`src/pasr_pkg.sv`:
```
// ==========================================================================
// Register map and field layout.
package pasr_pkg;
    localparam logic [4:0] PASR_ADDR_PARTNER = 5'h05;
    localparam logic [4:0] PASR_ADDR_EXPANSION = 5'h06;
    localparam logic [4:0] PASR_ADDR_NP_TX = 5'h07;
    localparam logic [4:0] PASR_ADDR_DEV_STATUS = 5'h1C;
    localparam logic [4:0] PASR_ADDR_SLOW_CTRL = 5'h1E;
    localparam int PASR_BIT_MORE = 15;
    localparam int PASR_BIT_ACK = 14;
    localparam int PASR_BIT_MSG = 13;
    localparam int PASR_BIT_COMPLY = 12;
    localparam int PASR_BIT_FLIP = 11;
    localparam int PASR_BIT_PDF = 4;
    localparam int PASR_BIT_LPNP = 3;
    localparam int PASR_BIT_NPABLE = 2;
    localparam int PASR_BIT_PAGEREC = 1;
    localparam int PASR_BIT_LPAN = 0;
    localparam int PASR_BIT_BADFRM = 8;
    localparam int PASR_BIT_CODE = 7;
    localparam int PASR_BIT_POL = 6;
    localparam int PASR_BIT_DISC = 5;
    localparam int PASR_BIT_UNLOCK = 4;
    localparam int PASR_BIT_FCAR = 3;
    localparam int PASR_BIT_JAM = 2;
    localparam int PASR_BIT_FASTUP = 1;
    localparam int PASR_BIT_SLOWUP = 0;
    localparam int PASR_BIT_POLEN = 3;
    localparam int PASR_BASE_FLIP_SRC = 11;
    localparam logic [15:0] PASR_ZERO16 = 16'h0000;
    localparam logic [10:0] PASR_CODE_RESET = 11'h000;
    localparam logic [3:0] PASR_RXD_CODE_VIOL = 4'h1;
    localparam logic [3:0] PASR_RXD_IDLE = 4'h0;
    localparam int PASR_NSYNC = 10;
    localparam int PASR_PIN_FAST = 9;
    localparam int PASR_PIN_NODELIM = 8;
    localparam int PASR_PIN_MANCH = 7;
    localparam int PASR_PIN_POLREV = 6;
    localparam int PASR_PIN_DISC = 5;
    localparam int PASR_PIN_UNLOCK = 4;
    localparam int PASR_PIN_FCAR = 3;
    localparam int PASR_PIN_JAM = 2;
    localparam int PASR_PIN_FASTOK = 1;
    localparam int PASR_PIN_SLOWOK = 0;
    localparam int PASR_CODE_MSB = 10;
    localparam int PASR_RSVD_HI = 12;
    localparam int PASR_RSVD_LO = 10;
    localparam logic [2:0] PASR_RSVD_ZERO = 3'h0;
endpackage

```
`src/pasr_status_regs.sv`:
```
`timescale 1ns/1ps
// Summary of operation
// - Partner acknowledge bit set after three consistent partner pulse bursts.
// - Read-only partner ability bits for T4, fast, slow and duplex.
// - Partner fault bit shows a fault in the received base page.
// - Five-bit partner selector field exposed; standard partners give 00001.
// - Next-page view bit 15 shows more pages follow.
// - Next-page view acknowledge shows partner received our code word.
// - Next-page view shows partner message flag and comply flag.
// - Partner flip bit reported as received.
// - Eleven-bit code field: writable for transmit, read-only when received.
// - Parallel detect error latches high, cleared by reading or reset.
// - Expansion shows partner paging and negotiation capability.
// - Own paging capable bit always reads one.
// - Page arrived latches high on next page, cleared by reading.
// - Host writes more-pages bit; device sends that value.
// - Transmit register shows read-only acknowledge from code word.
// - Transmit register holds writable message and comply bits.
// - Transmit flip bit inverts previous flip; first page inverts base bit 11.
// - Slow mode missing delimiter flag latches, cleared on read or reset.
// - Slow mode code violation latches, drives error code, read clears.
// - Polarity status set on reversal with fix enabled in slow mode.
// - Fast mode disconnect, unlock, false carrier and jam flags latch high.
// - Fast and slow link-up bits, default zero.
// - Polarity fix enable control gates reversal detection and correction.
module pasr_status_regs (
    // Clock, reset, enable.
    input wire logic clk_sys,
    input wire logic resetn,
    input wire logic clkEn,
    // Management register port.
    input wire logic regRead,
    input wire logic regWrite,
    input wire logic [4:0] regAddr,
    input wire logic [15:0] regWdata,
    output logic [15:0] regRdata,
    // Negotiation engine, same clock.
    input wire logic pageStrobe,
    input wire logic pageIsNext,
    input wire logic [15:0] pageWord,
    input wire logic burstsConsistent,
    input wire logic partnerNegCapable,
    input wire logic partnerPagingCapable,
    input wire logic parallelFault,
    input wire logic linkAck,
    input wire logic baseWordBit11,
    input wire logic npSent,
    input wire logic npRestart,
    // Line pins, asynchronous.
    input wire logic fastMode,
    input wire logic noDelimiterEvt,
    input wire logic manchesterErrEvt,
    input wire logic polarityReversed,
    input wire logic disconnectEvt,
    input wire logic unlockEvt,
    input wire logic falseCarrierEvt,
    input wire logic forceJamEvt,
    input wire logic fastLinkOk,
    input wire logic slowLinkOk,
    // Outputs.
    output logic [15:0] npTxWord,
    output logic polarityCorrect,
    output logic [3:0] rxErrCode,
    output logic rxErrValid
);
    // ======================================================================
    // Synchronisers.
    localparam int NSYNC = pasr_pkg::PASR_NSYNC;
    logic [NSYNC-1:0] syncA_q;
    logic [NSYNC-1:0] syncB_q;
    logic [NSYNC-1:0] prevB_q;
    logic [NSYNC-1:0] pinsRaw;
    assign pinsRaw = {fastMode, noDelimiterEvt, manchesterErrEvt, polarityReversed,
        disconnectEvt, unlockEvt, falseCarrierEvt, forceJamEvt, fastLinkOk, slowLinkOk};
    always_ff @(posedge clk_sys or negedge resetn) begin
        if (!resetn) begin
            syncA_q <= '0;
            syncB_q <= '0;
            prevB_q <= '0;
        end else if (clkEn) begin
            syncA_q <= pinsRaw;
            syncB_q <= syncA_q;
            prevB_q <= syncB_q;
        end
    end
    logic fastS;
    logic [NSYNC-1:0] riseS;
    assign fastS = syncB_q[pasr_pkg::PASR_PIN_FAST];
    assign riseS = syncB_q & ~prevB_q;

    // ======================================================================
    // Read strobes.
    logic rdExp;
    logic rdDev;
    assign rdExp = clkEn && regRead && regAddr == pasr_pkg::PASR_ADDR_EXPANSION;
    assign rdDev = clkEn && regRead && regAddr == pasr_pkg::PASR_ADDR_DEV_STATUS;

    function automatic logic latchNext(input logic cur, input logic evt, input logic rd);
        latchNext = evt | (cur & ~rd);
    endfunction

    function automatic logic [15:0] txWord(input logic more, input logic ack,
        input logic msg, input logic comply, input logic flip, input logic [10:0] code);
        txWord = {more, ack, msg, comply, flip, code};
    endfunction

    function automatic logic modeEvt(input logic rise, input logic fast, input logic wantFast);
        modeEvt = rise & (fast == wantFast);
    endfunction

    // ======================================================================
    // Received page views.
    logic [15:0] baseView_q;
    logic [15:0] nextView_q;
    logic showNext_q;
    always_ff @(posedge clk_sys or negedge resetn) begin
        if (!resetn) begin
            baseView_q <= pasr_pkg::PASR_ZERO16;
        end else if (clkEn && pageStrobe && !pageIsNext) begin
            baseView_q <= pageWord;
            baseView_q[pasr_pkg::PASR_BIT_ACK] <= burstsConsistent;
            baseView_q[pasr_pkg::PASR_RSVD_HI:pasr_pkg::PASR_RSVD_LO] <=
                pasr_pkg::PASR_RSVD_ZERO;
        end
    end

    always_ff @(posedge clk_sys or negedge resetn) begin
        if (!resetn) begin
            nextView_q <= pasr_pkg::PASR_ZERO16;
        end else if (clkEn && pageStrobe && pageIsNext) begin
            nextView_q <= pageWord;
        end
    end

    always_ff @(posedge clk_sys or negedge resetn) begin
        if (!resetn) begin
            showNext_q <= 1'b0;
        end else if (clkEn && pageStrobe) begin
            showNext_q <= pageIsNext;
        end
    end

    // ======================================================================
    // Expansion latches.
    logic pdf_q;
    logic pageArr_q;
    always_ff @(posedge clk_sys or negedge resetn) begin
        if (!resetn) begin
            pdf_q <= 1'b0;
        end else if (clkEn) begin
            pdf_q <= latchNext(pdf_q, parallelFault, rdExp);
        end
    end

    always_ff @(posedge clk_sys or negedge resetn) begin
        if (!resetn) begin
            pageArr_q <= 1'b0;
        end else if (clkEn) begin
            pageArr_q <= latchNext(pageArr_q, pageStrobe & pageIsNext, rdExp);
        end
    end

    // ======================================================================
    // Next page transmit register.
    logic npMore_q;
    logic npMsg_q;
    logic npComply_q;
    logic npFlip_q;
    logic [10:0] npCode_q;
    logic firstNp_q;
    always_ff @(posedge clk_sys or negedge resetn) begin
        if (!resetn) begin
            npMore_q <= 1'b0;
            npMsg_q <= 1'b0;
            npComply_q <= 1'b0;
            npCode_q <= pasr_pkg::PASR_CODE_RESET;
        end else if (clkEn && regWrite && regAddr == pasr_pkg::PASR_ADDR_NP_TX) begin
            npMore_q <= regWdata[pasr_pkg::PASR_BIT_MORE];
            npMsg_q <= regWdata[pasr_pkg::PASR_BIT_MSG];
            npComply_q <= regWdata[pasr_pkg::PASR_BIT_COMPLY];
            npCode_q <= regWdata[pasr_pkg::PASR_CODE_MSB:0];
        end
    end

    always_ff @(posedge clk_sys or negedge resetn) begin
        if (!resetn) begin
            npFlip_q <= 1'b0;
            firstNp_q <= 1'b1;
        end else if (clkEn) begin
            if (npRestart) begin
                firstNp_q <= 1'b1;
                npFlip_q <= ~baseWordBit11;
            end else if (firstNp_q) begin
                npFlip_q <= npSent ? baseWordBit11 : ~baseWordBit11;
                if (npSent) begin
                    firstNp_q <= 1'b0;
                end
            end else if (npSent) begin
                npFlip_q <= ~npFlip_q;
            end
        end
    end

    // ======================================================================
    // Slow mode control and device status.
    logic polEn_q;
    logic badFrm_q;
    logic codeViol_q;
    logic polStat_q;
    logic disc_q;
    logic unlock_q;
    logic fcar_q;
    logic jam_q;
    logic fastUp_q;
    logic slowUp_q;
    always_ff @(posedge clk_sys or negedge resetn) begin
        if (!resetn) begin
            polEn_q <= 1'b0;
        end else if (clkEn && regWrite && regAddr == pasr_pkg::PASR_ADDR_SLOW_CTRL) begin
            polEn_q <= regWdata[pasr_pkg::PASR_BIT_POLEN];
        end
    end

    always_ff @(posedge clk_sys or negedge resetn) begin
        if (!resetn) begin
            badFrm_q <= 1'b0;
        end else if (clkEn) begin
            badFrm_q <= latchNext(badFrm_q, modeEvt(riseS[pasr_pkg::PASR_PIN_NODELIM], fastS, 1'b0), rdDev);
        end
    end

    always_ff @(posedge clk_sys or negedge resetn) begin
        if (!resetn) begin
            codeViol_q <= 1'b0;
        end else if (clkEn) begin
            codeViol_q <= latchNext(codeViol_q, modeEvt(riseS[pasr_pkg::PASR_PIN_MANCH], fastS, 1'b0), rdDev);
        end
    end

    always_ff @(posedge clk_sys or negedge resetn) begin
        if (!resetn) begin
            polStat_q <= 1'b0;
        end else if (clkEn) begin
            polStat_q <= polEn_q & ~fastS & syncB_q[pasr_pkg::PASR_PIN_POLREV];
        end
    end

    always_ff @(posedge clk_sys or negedge resetn) begin
        if (!resetn) begin
            disc_q <= 1'b0;
        end else if (clkEn) begin
            disc_q <= latchNext(disc_q, modeEvt(riseS[pasr_pkg::PASR_PIN_DISC], fastS, 1'b1), rdDev);
        end
    end

    always_ff @(posedge clk_sys or negedge resetn) begin
        if (!resetn) begin
            unlock_q <= 1'b0;
        end else if (clkEn) begin
            unlock_q <= latchNext(unlock_q, modeEvt(riseS[pasr_pkg::PASR_PIN_UNLOCK], fastS, 1'b1), rdDev);
        end
    end

    always_ff @(posedge clk_sys or negedge resetn) begin
        if (!resetn) begin
            fcar_q <= 1'b0;
        end else if (clkEn) begin
            fcar_q <= latchNext(fcar_q, modeEvt(riseS[pasr_pkg::PASR_PIN_FCAR], fastS, 1'b1), rdDev);
        end
    end

    always_ff @(posedge clk_sys or negedge resetn) begin
        if (!resetn) begin
            jam_q <= 1'b0;
        end else if (clkEn) begin
            jam_q <= latchNext(jam_q, modeEvt(riseS[pasr_pkg::PASR_PIN_JAM], fastS, 1'b1), rdDev);
        end
    end

    always_ff @(posedge clk_sys or negedge resetn) begin
        if (!resetn) begin
            fastUp_q <= 1'b0;
        end else if (clkEn) begin
            fastUp_q <= syncB_q[pasr_pkg::PASR_PIN_FASTOK];
        end
    end

    always_ff @(posedge clk_sys or negedge resetn) begin
        if (!resetn) begin
            slowUp_q <= 1'b0;
        end else if (clkEn) begin
            slowUp_q <= syncB_q[pasr_pkg::PASR_PIN_SLOWOK];
        end
    end

    // ======================================================================
    // Read data and outputs.
    logic [15:0] rdMux;
    always_comb begin
        rdMux = pasr_pkg::PASR_ZERO16;
        case (regAddr)
            pasr_pkg::PASR_ADDR_PARTNER: begin
                rdMux = showNext_q ? nextView_q : baseView_q;
            end
            pasr_pkg::PASR_ADDR_EXPANSION: begin
                rdMux[pasr_pkg::PASR_BIT_PDF] = pdf_q;
                rdMux[pasr_pkg::PASR_BIT_LPNP] = partnerPagingCapable;
                rdMux[pasr_pkg::PASR_BIT_NPABLE] = 1'b1;
                rdMux[pasr_pkg::PASR_BIT_PAGEREC] = pageArr_q;
                rdMux[pasr_pkg::PASR_BIT_LPAN] = partnerNegCapable;
            end
            pasr_pkg::PASR_ADDR_NP_TX: begin
                rdMux = txWord(npMore_q, linkAck, npMsg_q, npComply_q, npFlip_q, npCode_q);
            end
            pasr_pkg::PASR_ADDR_DEV_STATUS: begin
                rdMux[pasr_pkg::PASR_BIT_BADFRM] = badFrm_q;
                rdMux[pasr_pkg::PASR_BIT_CODE] = codeViol_q;
                rdMux[pasr_pkg::PASR_BIT_POL] = polStat_q;
                rdMux[pasr_pkg::PASR_BIT_DISC] = disc_q;
                rdMux[pasr_pkg::PASR_BIT_UNLOCK] = unlock_q;
                rdMux[pasr_pkg::PASR_BIT_FCAR] = fcar_q;
                rdMux[pasr_pkg::PASR_BIT_JAM] = jam_q;
                rdMux[pasr_pkg::PASR_BIT_FASTUP] = fastUp_q;
                rdMux[pasr_pkg::PASR_BIT_SLOWUP] = slowUp_q;
            end
            pasr_pkg::PASR_ADDR_SLOW_CTRL: begin
                rdMux[pasr_pkg::PASR_BIT_POLEN] = polEn_q;
            end
            default: begin
                rdMux = pasr_pkg::PASR_ZERO16;
            end
        endcase
    end

    always_ff @(posedge clk_sys or negedge resetn) begin
        if (!resetn) begin
            regRdata <= pasr_pkg::PASR_ZERO16;
        end else if (clkEn && regRead) begin
            regRdata <= rdMux;
        end
    end

    always_ff @(posedge clk_sys or negedge resetn) begin
        if (!resetn) begin
            npTxWord <= pasr_pkg::PASR_ZERO16;
        end else if (clkEn) begin
            npTxWord <= txWord(npMore_q, linkAck, npMsg_q, npComply_q, npFlip_q, npCode_q);
        end
    end

    always_ff @(posedge clk_sys or negedge resetn) begin
        if (!resetn) begin
            polarityCorrect <= 1'b0;
        end else if (clkEn) begin
            polarityCorrect <= polEn_q & ~fastS & syncB_q[pasr_pkg::PASR_PIN_POLREV];
        end
    end

    always_ff @(posedge clk_sys or negedge resetn) begin
        if (!resetn) begin
            rxErrValid <= 1'b0;
        end else if (clkEn) begin
            rxErrValid <= modeEvt(riseS[pasr_pkg::PASR_PIN_MANCH], fastS, 1'b0);
        end
    end

    always_ff @(posedge clk_sys or negedge resetn) begin
        if (!resetn) begin
            rxErrCode <= pasr_pkg::PASR_RXD_IDLE;
        end else if (clkEn) begin
            rxErrCode <= modeEvt(riseS[pasr_pkg::PASR_PIN_MANCH], fastS, 1'b0) ?
                pasr_pkg::PASR_RXD_CODE_VIOL : pasr_pkg::PASR_RXD_IDLE;
        end
    end
endmodule

```
`config.mk`:
```
export PLATFORM = sky130hd
export DESIGN_NAME = pasr_status_regs
export DESIGN_NICKNAME = d
export VERILOG_FILES = /design/src/pasr_pkg.sv /design/src/pasr_status_regs.sv
export SDC_FILE = /design/constraint.sdc
export NUM_CORES = 1
export LEC_CHECK = 0
export ABC_AREA = 0
export BUFFER_PORTS_ARGS = -buffer_cell sky130_fd_sc_hd__buf_2
export CORE_MARGIN = 5
export CORE_UTILIZATION = 55
export DETAILED_ROUTE_END_ITERATION = 16
export PLACE_DENSITY_LB_ADDON = 0.1
export RECOVER_POWER = 25
export SYNTH_ARGS = -nofsm -noshare
export SYNTH_HDL_FRONTEND = slang
export SYNTH_SLANG_ARGS = --single-unit
```
`constraint.sdc`:
```
create_clock -name clk_sys -period 1.68 [get_ports clk_sys]
set_input_delay 0.336 -clock clk_sys [delete_from_list [all_inputs] [get_ports clk_sys]]
set_output_delay 0.336 -clock clk_sys [all_outputs]
set_load 0.01 [all_outputs]
```
After elaboration in Yosys (flattened, before gate mapping). Cells that the tools add are included.

Equal/unequal tests: 5. Multiplexer cells: 14. Bitwise gates (word level): 32. Reductions and logical operators: 12.

Operators by type and width (number): $and A1 B1 Y1 (17); $mux W16 (1); $eq A5 B3 Y1 const B (3); $pmux W7 S2 (1); $pmux W3 S4 (1); $pmux W4 S3 (1); $eq A5 B5 Y1 const B (2); $and A9 B9 Y9 (1); $logic_and A1 B1 Y1 (9); $not A9 Y9 (1); $mux W1 (8); $or A1 B1 Y1 (8); $not A1 Y1 (5); $pmux W1 S5 (1); $pmux W1 S4 (1); $reduce_bool A3 Y1 (1); $reduce_and A2 Y1 (1); $logic_not A1 Y1 (1).

Register bits after elaboration: 124. Input port bits: 62. Logic and storage cells: 91.

Longest topological paths before layout. Gate-level depths: netlist of the first run.

Word-level depth: 5. Mapped depth: 6. Depth with buffers taken out: 4.

Worst setup path after synthesis of the first run. No wires, ideal clock.

Path kind: input to register. From: in regAddr[4]. To: reg npCode_q[0]. Library setup time: 0.125 ns. Arrival time: 1.429 ns. Required time: 1.555 ns. Setup slack: 0.126 ns. Stages on the path: 5. Path buffers: 1. Path through: or2_4 nor3_4 nand3_4 buf_6 mux2_4.

Longest elaborated chain between the ends: 2.

Ends and longest elaborated chain: from (decl) (line pasr_status_regs.sv:34) `input wire logic [4:0] regAddr,`; $eq A5 B3 Y1 (line pasr_status_regs.sv:177) `end else if (clkEn && regWrite && regAddr == pasr_pkg::PASR_ADDR_NP_TX) begin`; $logic_and A1 B1 Y1 (line pasr_status_regs.sv:177); to (signal assigned) (line pasr_status_regs.sv:176) `npCode_q <= pasr_pkg::PASR_CODE_RESET;`; to (signal assigned) (line pasr_status_regs.sv:181) `npCode_q <= regWdata[pasr_pkg::PASR_CODE_MSB:0];`; to (decl) (line pasr_status_regs.sv:169) `logic [10:0] npCode_q;`.

Every way passes these cells. A chain may end at the register's enable or synchronous reset.

Final worst setup path of the first run.
From: in clkEn. To: reg nextView_q[11].

Longest elaborated chain between the ends: 2.

Ends and longest elaborated chain: from (decl) (line pasr_status_regs.sv:30) `input wire logic clkEn,`; $logic_and A1 B1 Y1 (2 in series) (line pasr_status_regs.sv:130) `end else if (clkEn && pageStrobe && pageIsNext) begin`; to (signal assigned) (line pasr_status_regs.sv:129) `nextView_q <= pasr_pkg::PASR_ZERO16;`; to (signal assigned) (line pasr_status_regs.sv:131) `nextView_q <= pageWord;`; to (decl) (line pasr_status_regs.sv:114) `logic [15:0] nextView_q;`.

Every way passes these cells.

==> metrics.log, run 1 <==
[metrics] maximum number of pins on one net before global-route repair: 51
[metrics] path type of the worst setup path: in2reg
[metrics] horizontal extent of the die: 105 um
[metrics] final setup violation count: 0
[metrics] via count: 3,379
[metrics] worst min-delay path category: in2reg
[metrics] antenna cell count: 0
[metrics] power density normalized to cell area: 1250 nW/um2
[metrics] clock tree from TritonCTS: done
[metrics] via density per instance: 5.52
[metrics] total power draw: 7.78 mW
[metrics] worst slack on hold paths: 57.1 ps
[metrics] share of post-route cells with drive strength above 1: 47.8%
[metrics] GRT Overall Usage: 20.9%
[metrics] register clock-pin slew on the reported worst setup and hold paths: 60 ps
[metrics] routed len/inst: 18.2 um
[metrics] Final Max Tran Viols: 0
[metrics] first-pass iteration count of the detailed router: 4
[metrics] Setup crit end kind: flip-flop
[metrics] mean area per synthesized cell: 13.2 um2
[metrics] CP Data Arrival Time: 1840 ps
[metrics] Site Rows: 34
[metrics] grt met3 use: 6.04%
[metrics] synthesis-to-finish area growth: 25.5%
[metrics] number of buffers added by the clock tree synthesis step: 17
[metrics] fraction of the yosys area taken by sequential cells: 58.9%
[metrics] met2 track utilization from global routing: 34.9%
[metrics] post-synthesis cell type count: 43
[metrics] Yosys Warn Count: 0
[metrics] number of antenna violations at the first check in global routing: 0
[metrics] routed wire length: 11,100 um
[metrics] Post-CTS Repair Setup Buffers: 0
[metrics] accumulated negative setup slack: 0 ps
[metrics] Worst Skew: 13.6 ps
[metrics] unrepaired setup endpoints after global routing: false
[metrics] CP Data Required Time: 2060 ps
[metrics] run status: finished clean
[metrics] netlist area before placement: 4970 um2
[metrics] maximum fanout along the worst path: 18
[metrics] share of the clock period used by the worst path after layout: 86.5%
[metrics] clock latency reported for the late side of the worst-skew pair: 510 ps
[metrics] port buffer count: 94
[metrics] residual antenna-violating net count after detailed routing: 0
[metrics] initial DRC count: 181
[metrics] Final nets: 554
[metrics] post-cts gate resize count: 0
[metrics] total gr overflow: 0
[metrics] max-cap check violation count: 0
[metrics] number of global-route vias before repair: 3,685
[metrics] placed cell count: 580
[metrics] fin crit period: 1450 ps
[metrics] slew at the pin closest to its max-slew limit: 1080 ps
[metrics] Seq cells post-synth: 117
[metrics] Residual DRC: 0
[metrics] routability congestion estimate from global placement: 0.821
[metrics] Die Outline Area: 11,000 um2
[metrics] Chip Height: 105 um
[metrics] cell count after synthesis: 377
[metrics] kind of start point of the critical path: input pin
[metrics] static leakage power: 3.01 nW
[metrics] worst slack after detailed placement: -84.4 ps
[metrics] R2R setup slack: 240 ps
[metrics] met1 usage in global routing: 26.8%
[metrics] Detail Placement HPWL: 8070 um
[metrics] final non-filler cell total: 612
[metrics] slack of the critical path: 226 ps
[metrics] Initial Utilization: 56.7%
[metrics] sink count of the clock tree: 117
[metrics] clock root buffer: sky130_fd_sc_hd__clkbuf_8
[metrics] wire length of the first global-routing pass: 18,300 um
[metrics] VDD IR max: 0.000930 V
[metrics] max_slew headroom: 28.1%
[metrics] area of the core region: 8760 um2
[metrics] most congested layer reported by global routing: met2
[metrics] io pins: 100
[metrics] count of endpoints failing hold in the final timing report: 0
[metrics] achievable clock frequency: 688 MHz
[metrics] number of buffers on the longest clock path: 2
[metrics] number of buffers inserted for hold repair after clock tree synthesis: 1
[metrics] level count of the clock H-tree: 4
[Yosys cell counts (all sizes together)]
library cell | n | area share [%]
mux2i | 11 | 2.2
conb | 1 | 0.075
o211a | 1 | 0.20
and2 | 2 | 0.25
nand2 | 31 | 2.3
o22ai | 1 | 0.13
a21o | 1 | 0.15
nor4bb | 1 | 0.20
a21bo | 1 | 0.20
nor2 | 15 | 1.1
a31oi | 1 | 0.13
a222oi | 2 | 0.40
nand2b | 2 | 0.25
nand4b | 2 | 0.35
a32o | 4 | 0.81
dfrtp | 116 | 58
buf | 18 | 2.0
a221oi | 7 | 1.2
nor3b | 1 | 0.15
or2 | 2 | 0.30
o21ai | 25 | 2.5
inv | 9 | 0.68
nand3 | 6 | 0.86
nand4 | 1 | 0.13
and4bb | 1 | 0.25
a21oi | 7 | 0.70
nor2b | 1 | 0.13
or3b | 1 | 0.18
nor3 | 4 | 0.73
dfstp | 1 | 0.53
a32oi | 3 | 0.53
clkbuf | 5 | 0.38
and3 | 1 | 0.13
a22o | 4 | 0.70
mux2 | 88 | 21
[worst max-delay path: stages]
cell and delay (ps):
sky130_fd_sc_hd__clkbuf_1 160, sky130_fd_sc_hd__nand3_1 100, sky130_fd_sc_hd__clkbuf_1 800, sky130_fd_sc_hd__mux2_2 430
[final cells by class]
cell class,instances,area [um2]
clock buffers,22,473
clock inverters,9,77.6
fillers,637,2520
inverters,9,33.8
multi-input cells,230,1900
flip-flops and latches,117,2930
well taps,108,135
repair buffers,117,691
[registers in the layout, indices dropped and copies added (netlist names), 8 cells and up]
register,flops
npTxWord,16
prevB_q,8
syncB_q,10
npCode_q,11
regRdata,16
baseView_q,13
nextView_q,16
syncA_q,10
[stage by stage]
step,cell area (um2),utilization [%]
after floorplan,4980,-
after global placement,5690,64.9
after detailed placement,5690,64.9
after CTS,6250,71.3
after global routing,6240,71.2
final,6240,71.2
[metal layers]
layer	wire, um	vias to the layer above	share of wire [%]
met2	5740	83	52
met5	0	-	0
li1	-	1572	-
met3	507	9	4.6
met1	4790	1715	43
met4	105	0	0.94
[layout by cell type (no fill, tap or decap), drive strengths merged, types with 7 or more instances in the layout]
| master | count |
|---|---|
| nand2 | 31 |
| a221oi | 7 |
| mux2 | 88 |
| clkbuf | 25 |
| dfrtp | 116 |
| o21ai | 25 |
| mux2i | 11 |
| a21oi | 7 |
| inv | 9 |
| nor2 | 15 |
| buf | 113 |
[report_power, final]
part           total (mW)  leakage (nW)  internal, mW  switching [mW]
logic                1.04          1.31         0.568           0.470
clock network        3.26         0.268          2.09            1.17
registers            3.48          1.43          3.23           0.250
[cell families (layout without fill, tap and decap cells)]
logic type,count (synthesis),in the layout,synth area share (%)
AOI/OAI and AO/OA,57,57,7.70
other,1,3,0.0754
muxes,99,99,22.9
and+or+nand+nor,71,71,7.37
buffers and inverters,32,157,3.04
DFF,117,117,58.9
[worst paths after layout]
check,startpoint,end,cells after the start
setup / recovery,clkEn,nextView_q[11],4
hold / removal,regWdata[0],npCode_q[0],2
setup reg to reg,showNext_q,regRdata[4],4
hold reg to reg,regRdata[2],regRdata[2],2
max in group asynchronous,resetn,npTxWord[0],3
min in group asynchronous,resetn,npTxWord[12],2
Note: power is estimated with default switching activity, not from simulation.
==> inputs of run 2 (changes only) <==
--- a/config.mk
+++ b/config.mk
@@ -11,2 +11,3 @@
 export CORE_UTILIZATION = 55
+export CTS_CLUSTER_SIZE = 24
 export DETAILED_ROUTE_END_ITERATION = 16
==> constraint.sdc (replaced) <==
create_clock -name clk_sys -period 1.68 [get_ports clk_sys]
set_input_delay 0.168 -clock clk_sys [delete_from_list [all_inputs] [get_ports clk_sys]]
set_output_delay 0.168 -clock clk_sys [all_outputs]
set_load 0.01 [all_outputs]
==> run 2 against run 1 <==
Against the previous run:
- via count is 4.0% higher
- setup slack better by 2.8 ps
- maximum frequency is 0.20% higher
- sequential cell count stayed put
- combinational power is 6% higher
- cell count is 6.7% higher
- power is 7.5% higher
- wire length is 4.6% higher
- first-iteration DRC count is 1.1% lower
- count of clock-buffer cells in the layout is 4 lower
- critical path type is now reg2reg
==> metrics.log, run 2 (same netlist as run 1, synthesis figures left out) <==
[metrics] number of global-route vias before repair: 3,780 (+2.6%)
[metrics] sequential cell area: 2930 um2 (about the same)
[metrics] number of buffers on the longest clock path: 2 (unchanged)
[metrics] kind of start point of the critical path: flip-flop
[metrics] Chip Height: 105 um (unchanged)
[metrics] area of the core region: 8760 um2 (unchanged)
[metrics] routed len/inst: 17.8 um (-2.0%)
[metrics] share of post-route cells with drive strength above 1: 43.7% (-4.1 points)
[metrics] startpoint of the most critical register-to-register path: showNext_q
[metrics] sink count of the clock tree: 117 (unchanged)
[metrics] Setup crit end kind: flip-flop
[metrics] maximum fanout along the worst path: 7 (-11)
[metrics] path type of the worst setup path: reg2reg
[metrics] clock latency reported for the late side of the worst-skew pair: 510 ps (about the same)
[metrics] max_slew headroom: 43.0% (+15 points)
[metrics] Slowest-stage cell, CP: sky130_fd_sc_hd__dfrtp_2
[metrics] first-pass iteration count of the detailed router: 8 (+4)
[metrics] count of filler cells inserted in the layout: 564 (-11%)
[metrics] Site Rows: 34 (unchanged)
[metrics] initial DRC count: 179 (-1.1%)
[metrics] static leakage power: 3.21 nW (+6.4%)
[metrics] maximum number of pins on one net before global-route repair: 59 (+16%)
[metrics] footprint of the multi-input gates: 1900 um2 (unchanged)
[metrics] Die Outline Area: 11,000 um2 (unchanged)
[metrics] number of antenna violations at the first check in global routing: 0 (unchanged)
[metrics] count of endpoints failing hold in the final timing report: 0 (unchanged)
[metrics] worst hold stages: 3 (+1)
[metrics] worst stage delay on the critical path: 470 ps (-330 ps)
[metrics] residual antenna-violating net count after detailed routing: 0 (unchanged)
[metrics] Layout Cell Area excl Fill: 6730 um2 (+7.9%)
[metrics] Detail Placement HPWL: 7660 um (-5.1%)
[metrics] relative contribution of sequential cells to total power: 41.7% (-3.0 points)
[metrics] achievable clock frequency: 689 MHz (+0.20%)
[metrics] Post-CTS Repair Setup Buffers: 0 (unchanged)
[metrics] start point of the worst min-delay path: regAddr[1]
[metrics] Residual DRC: 0 (unchanged)
[metrics] power density normalized to cell area: 1240 nW/um2 (-0.40%)
[metrics] internal cell power: 6.32 mW (+7.4%)
[metrics] Worst Skew: 17.1 ps (+3.45 ps)
[metrics] NetSw: 2.04 mW (+7.8%)
[metrics] Worst Hold End: regRdata[3]
[metrics] clock tree from TritonCTS: done
[metrics] max-cap check violation count: 0 (unchanged)
[metrics] io pins: 100 (unchanged)
[metrics] wire length of the first global-routing pass: 19,400 um (+5.7%)
[metrics] Reg-to-Reg End: regRdata[4]
[metrics] Final Max Tran Viols: 0 (unchanged)
[metrics] VDD IR max: 0.000702 V (-25%)
[metrics] routed wire length: 11,700 um (+4.6%)
[metrics] antenna cell count: 0 (unchanged)
[metrics] CP Data Required Time: 2070 ps (about the same)
[metrics] Clock Power Share: 45.1% (+3.1 points)
[metrics] CP Data Arrival Time: 1840 ps (about the same)
[metrics] level count of the clock H-tree: 4 (unchanged)
[metrics] net switching share of the total power: 24.4% (+0.063 points)
[metrics] crit-path leading delay family: compound AO/OA/AOI/OAI gates
[metrics] total buffers and inverters traversed by the critical path: 0 (-2)
[metrics] R2R setup slack: 230 ps (about the same)
[metrics] most frequent standard cell in the layout excluding fill and tap cells: sky130_fd_sc_hd__dfrtp_1
[metrics] register clock-pin slew on the reported worst setup and hold paths: 60 ps (about the same)
[metrics] share of the clock period used by the worst path after layout: 86.4% (-0.17 points)
[metrics] largest registers: nextView_q (16), npTxWord (16), regRdata (16)
[metrics] worst min-delay path category: in2reg
[metrics] Final nets: 594 (+7.2%)
[metrics] accumulated negative setup slack: 0 ps (unchanged)
[metrics] slew at the pin closest to its max-slew limit: 855 ps (-223 ps)
[metrics] fin crit period: 1450 ps (-2.84 ps)
[metrics] run status: finished clean
[metrics] via count: 3,513 (+4.0%)
[metrics] clock root buffer: sky130_fd_sc_hd__clkbuf_8
[metrics] unrepaired setup endpoints after global routing: false
[metrics] relative contribution of combinational cells to total power: 13.2% (about the same)
[metrics] via density per instance: 5.38 (-2.6%)
[metrics] total cell area at the placement stage: 5630 um2 (-1.1%)
[metrics] final setup violation count: 0 (unchanged)
[metrics] routability congestion estimate from global placement: 0.778 (-5.2%)
[metrics] horizontal extent of the die: 105 um (unchanged)
[metrics] highest-count cells in the layout ignoring fill and taps: sky130_fd_sc_hd__dfrtp_1 (115), sky130_fd_sc_hd__buf_2 (93), sky130_fd_sc_hd__mux2_2 (78)
[metrics] worst-case reg-to-reg path depth: 4 (unchanged)
[metrics] number of buffers added by the clock tree synthesis step: 17 (unchanged)
[metrics] total gr overflow: 0 (unchanged)
[metrics] GRT Overall Usage: 22.2% (+1.2 points)
[metrics] Initial Utilization: 56.7% (unchanged)
[metrics] synthesis-to-finish area growth: 35.4%
[metrics] port buffer count: 94 (unchanged)
[metrics] ordered cell list for the critical path: mux2_2, o211a_1, a221oi_1, o21ai_0
## run 2: changes by cell type in the layout (fill, tap and decap cells not counted), sizes merged
cell,delta
dlygate4sd3,+48
buf,-7
clkbuf,-5
bufinv,+3
inv,+2
clkinv,+1
clkinvlp,-1
## run 2: worst reg2reg max path, delay by kind of cell (launching register included)
| kind | cells | cell delay (ps) |
|---|---|---|
| flip-flops | 1 | 470 |
| AO/OA/AOI/OAI | 3 | 500 |
| multiplexers | 1 | 360 |
## run 2: worst max path at each step
stage	from	to	cells past startpoint	slack, ps
finish	showNext_q	regRdata[4]	4	230
CTS	showNext_q	regRdata[3]	4	120
global route	showNext_q	regRdata[5]	5	110
global placement	regAddr[4]	npCode_q[8]	5	90
floorplan	showNext_q	regRdata[4]	5	270
detailed placement	regAddr[4]	npCode_q[9]	5	70
## run 2: cell type report
| cell class | instances | area share (%) |
|---|---|---|
| repair buffers | 157 | 16.4 |
| clock buffers | 18 | 6.36 |
| well taps | 108 | 2.01 |
| multi-input cells | 230 | 28.2 |
| inverters | 9 | 0.502 |
| flip-flops and latches | 117 | 43.5 |
| clock inverters | 14 | 2.99 |
## run 2: per-layer routing
layer,routed length [um],vias up,GRT usage (%)
met5,0,-,0
met4,121,0,6.03
met3,551,10,6.60
met2,5910,96,36.4
met1,5060,1743,28.9
li1,-,1664,-
## run 2: power groups by stage
| stage | sequential (mW) | clock [mW] | combinational, mW |
|---|---|---|---|
| 3_5_place_dp | 3.52 | 0 | 1.02 |
| 4_1_cts | 3.48 | 3.82 | 1.12 |
| 3_3_place_gp | 3.51 | 0 | 0.978 |
| 6_report | 3.49 | 3.77 | 1.10 |
| 5_1_grt | 3.53 | 3.97 | 1.21 |
| 2_1_floorplan | 3.47 | 0 | 0.619 |
## run 2: timing repair
item	4_1_cts	5_1_grt
hold endpoints to repair	120	0
resized for setup	0	1
hold buffers	49	0
endpoints found under the setup margin	0	1
## run 2: metrics by stage
| stage | hold slack (ps) | instances | setup WS, ps | utilization [%] | power, mW |
|---|---|---|---|---|---|
| 5_1_grt | 39.4 | 653 | 109 | 76.8 | 8.71 |
| 6_report | 45.8 | 653 | 229 | 76.8 | 8.36 |
| 4_1_cts | 24.8 | 653 | 120 | 77.0 | 8.42 |
| 3_3_place_gp | 139 | 572 | 89.7 | 64.2 | 4.49 |
| 3_5_place_dp | 150 | 572 | 68.8 | 64.2 | 4.54 |
| 2_1_floorplan | -128 | 379 | 267 | - | 4.09 |
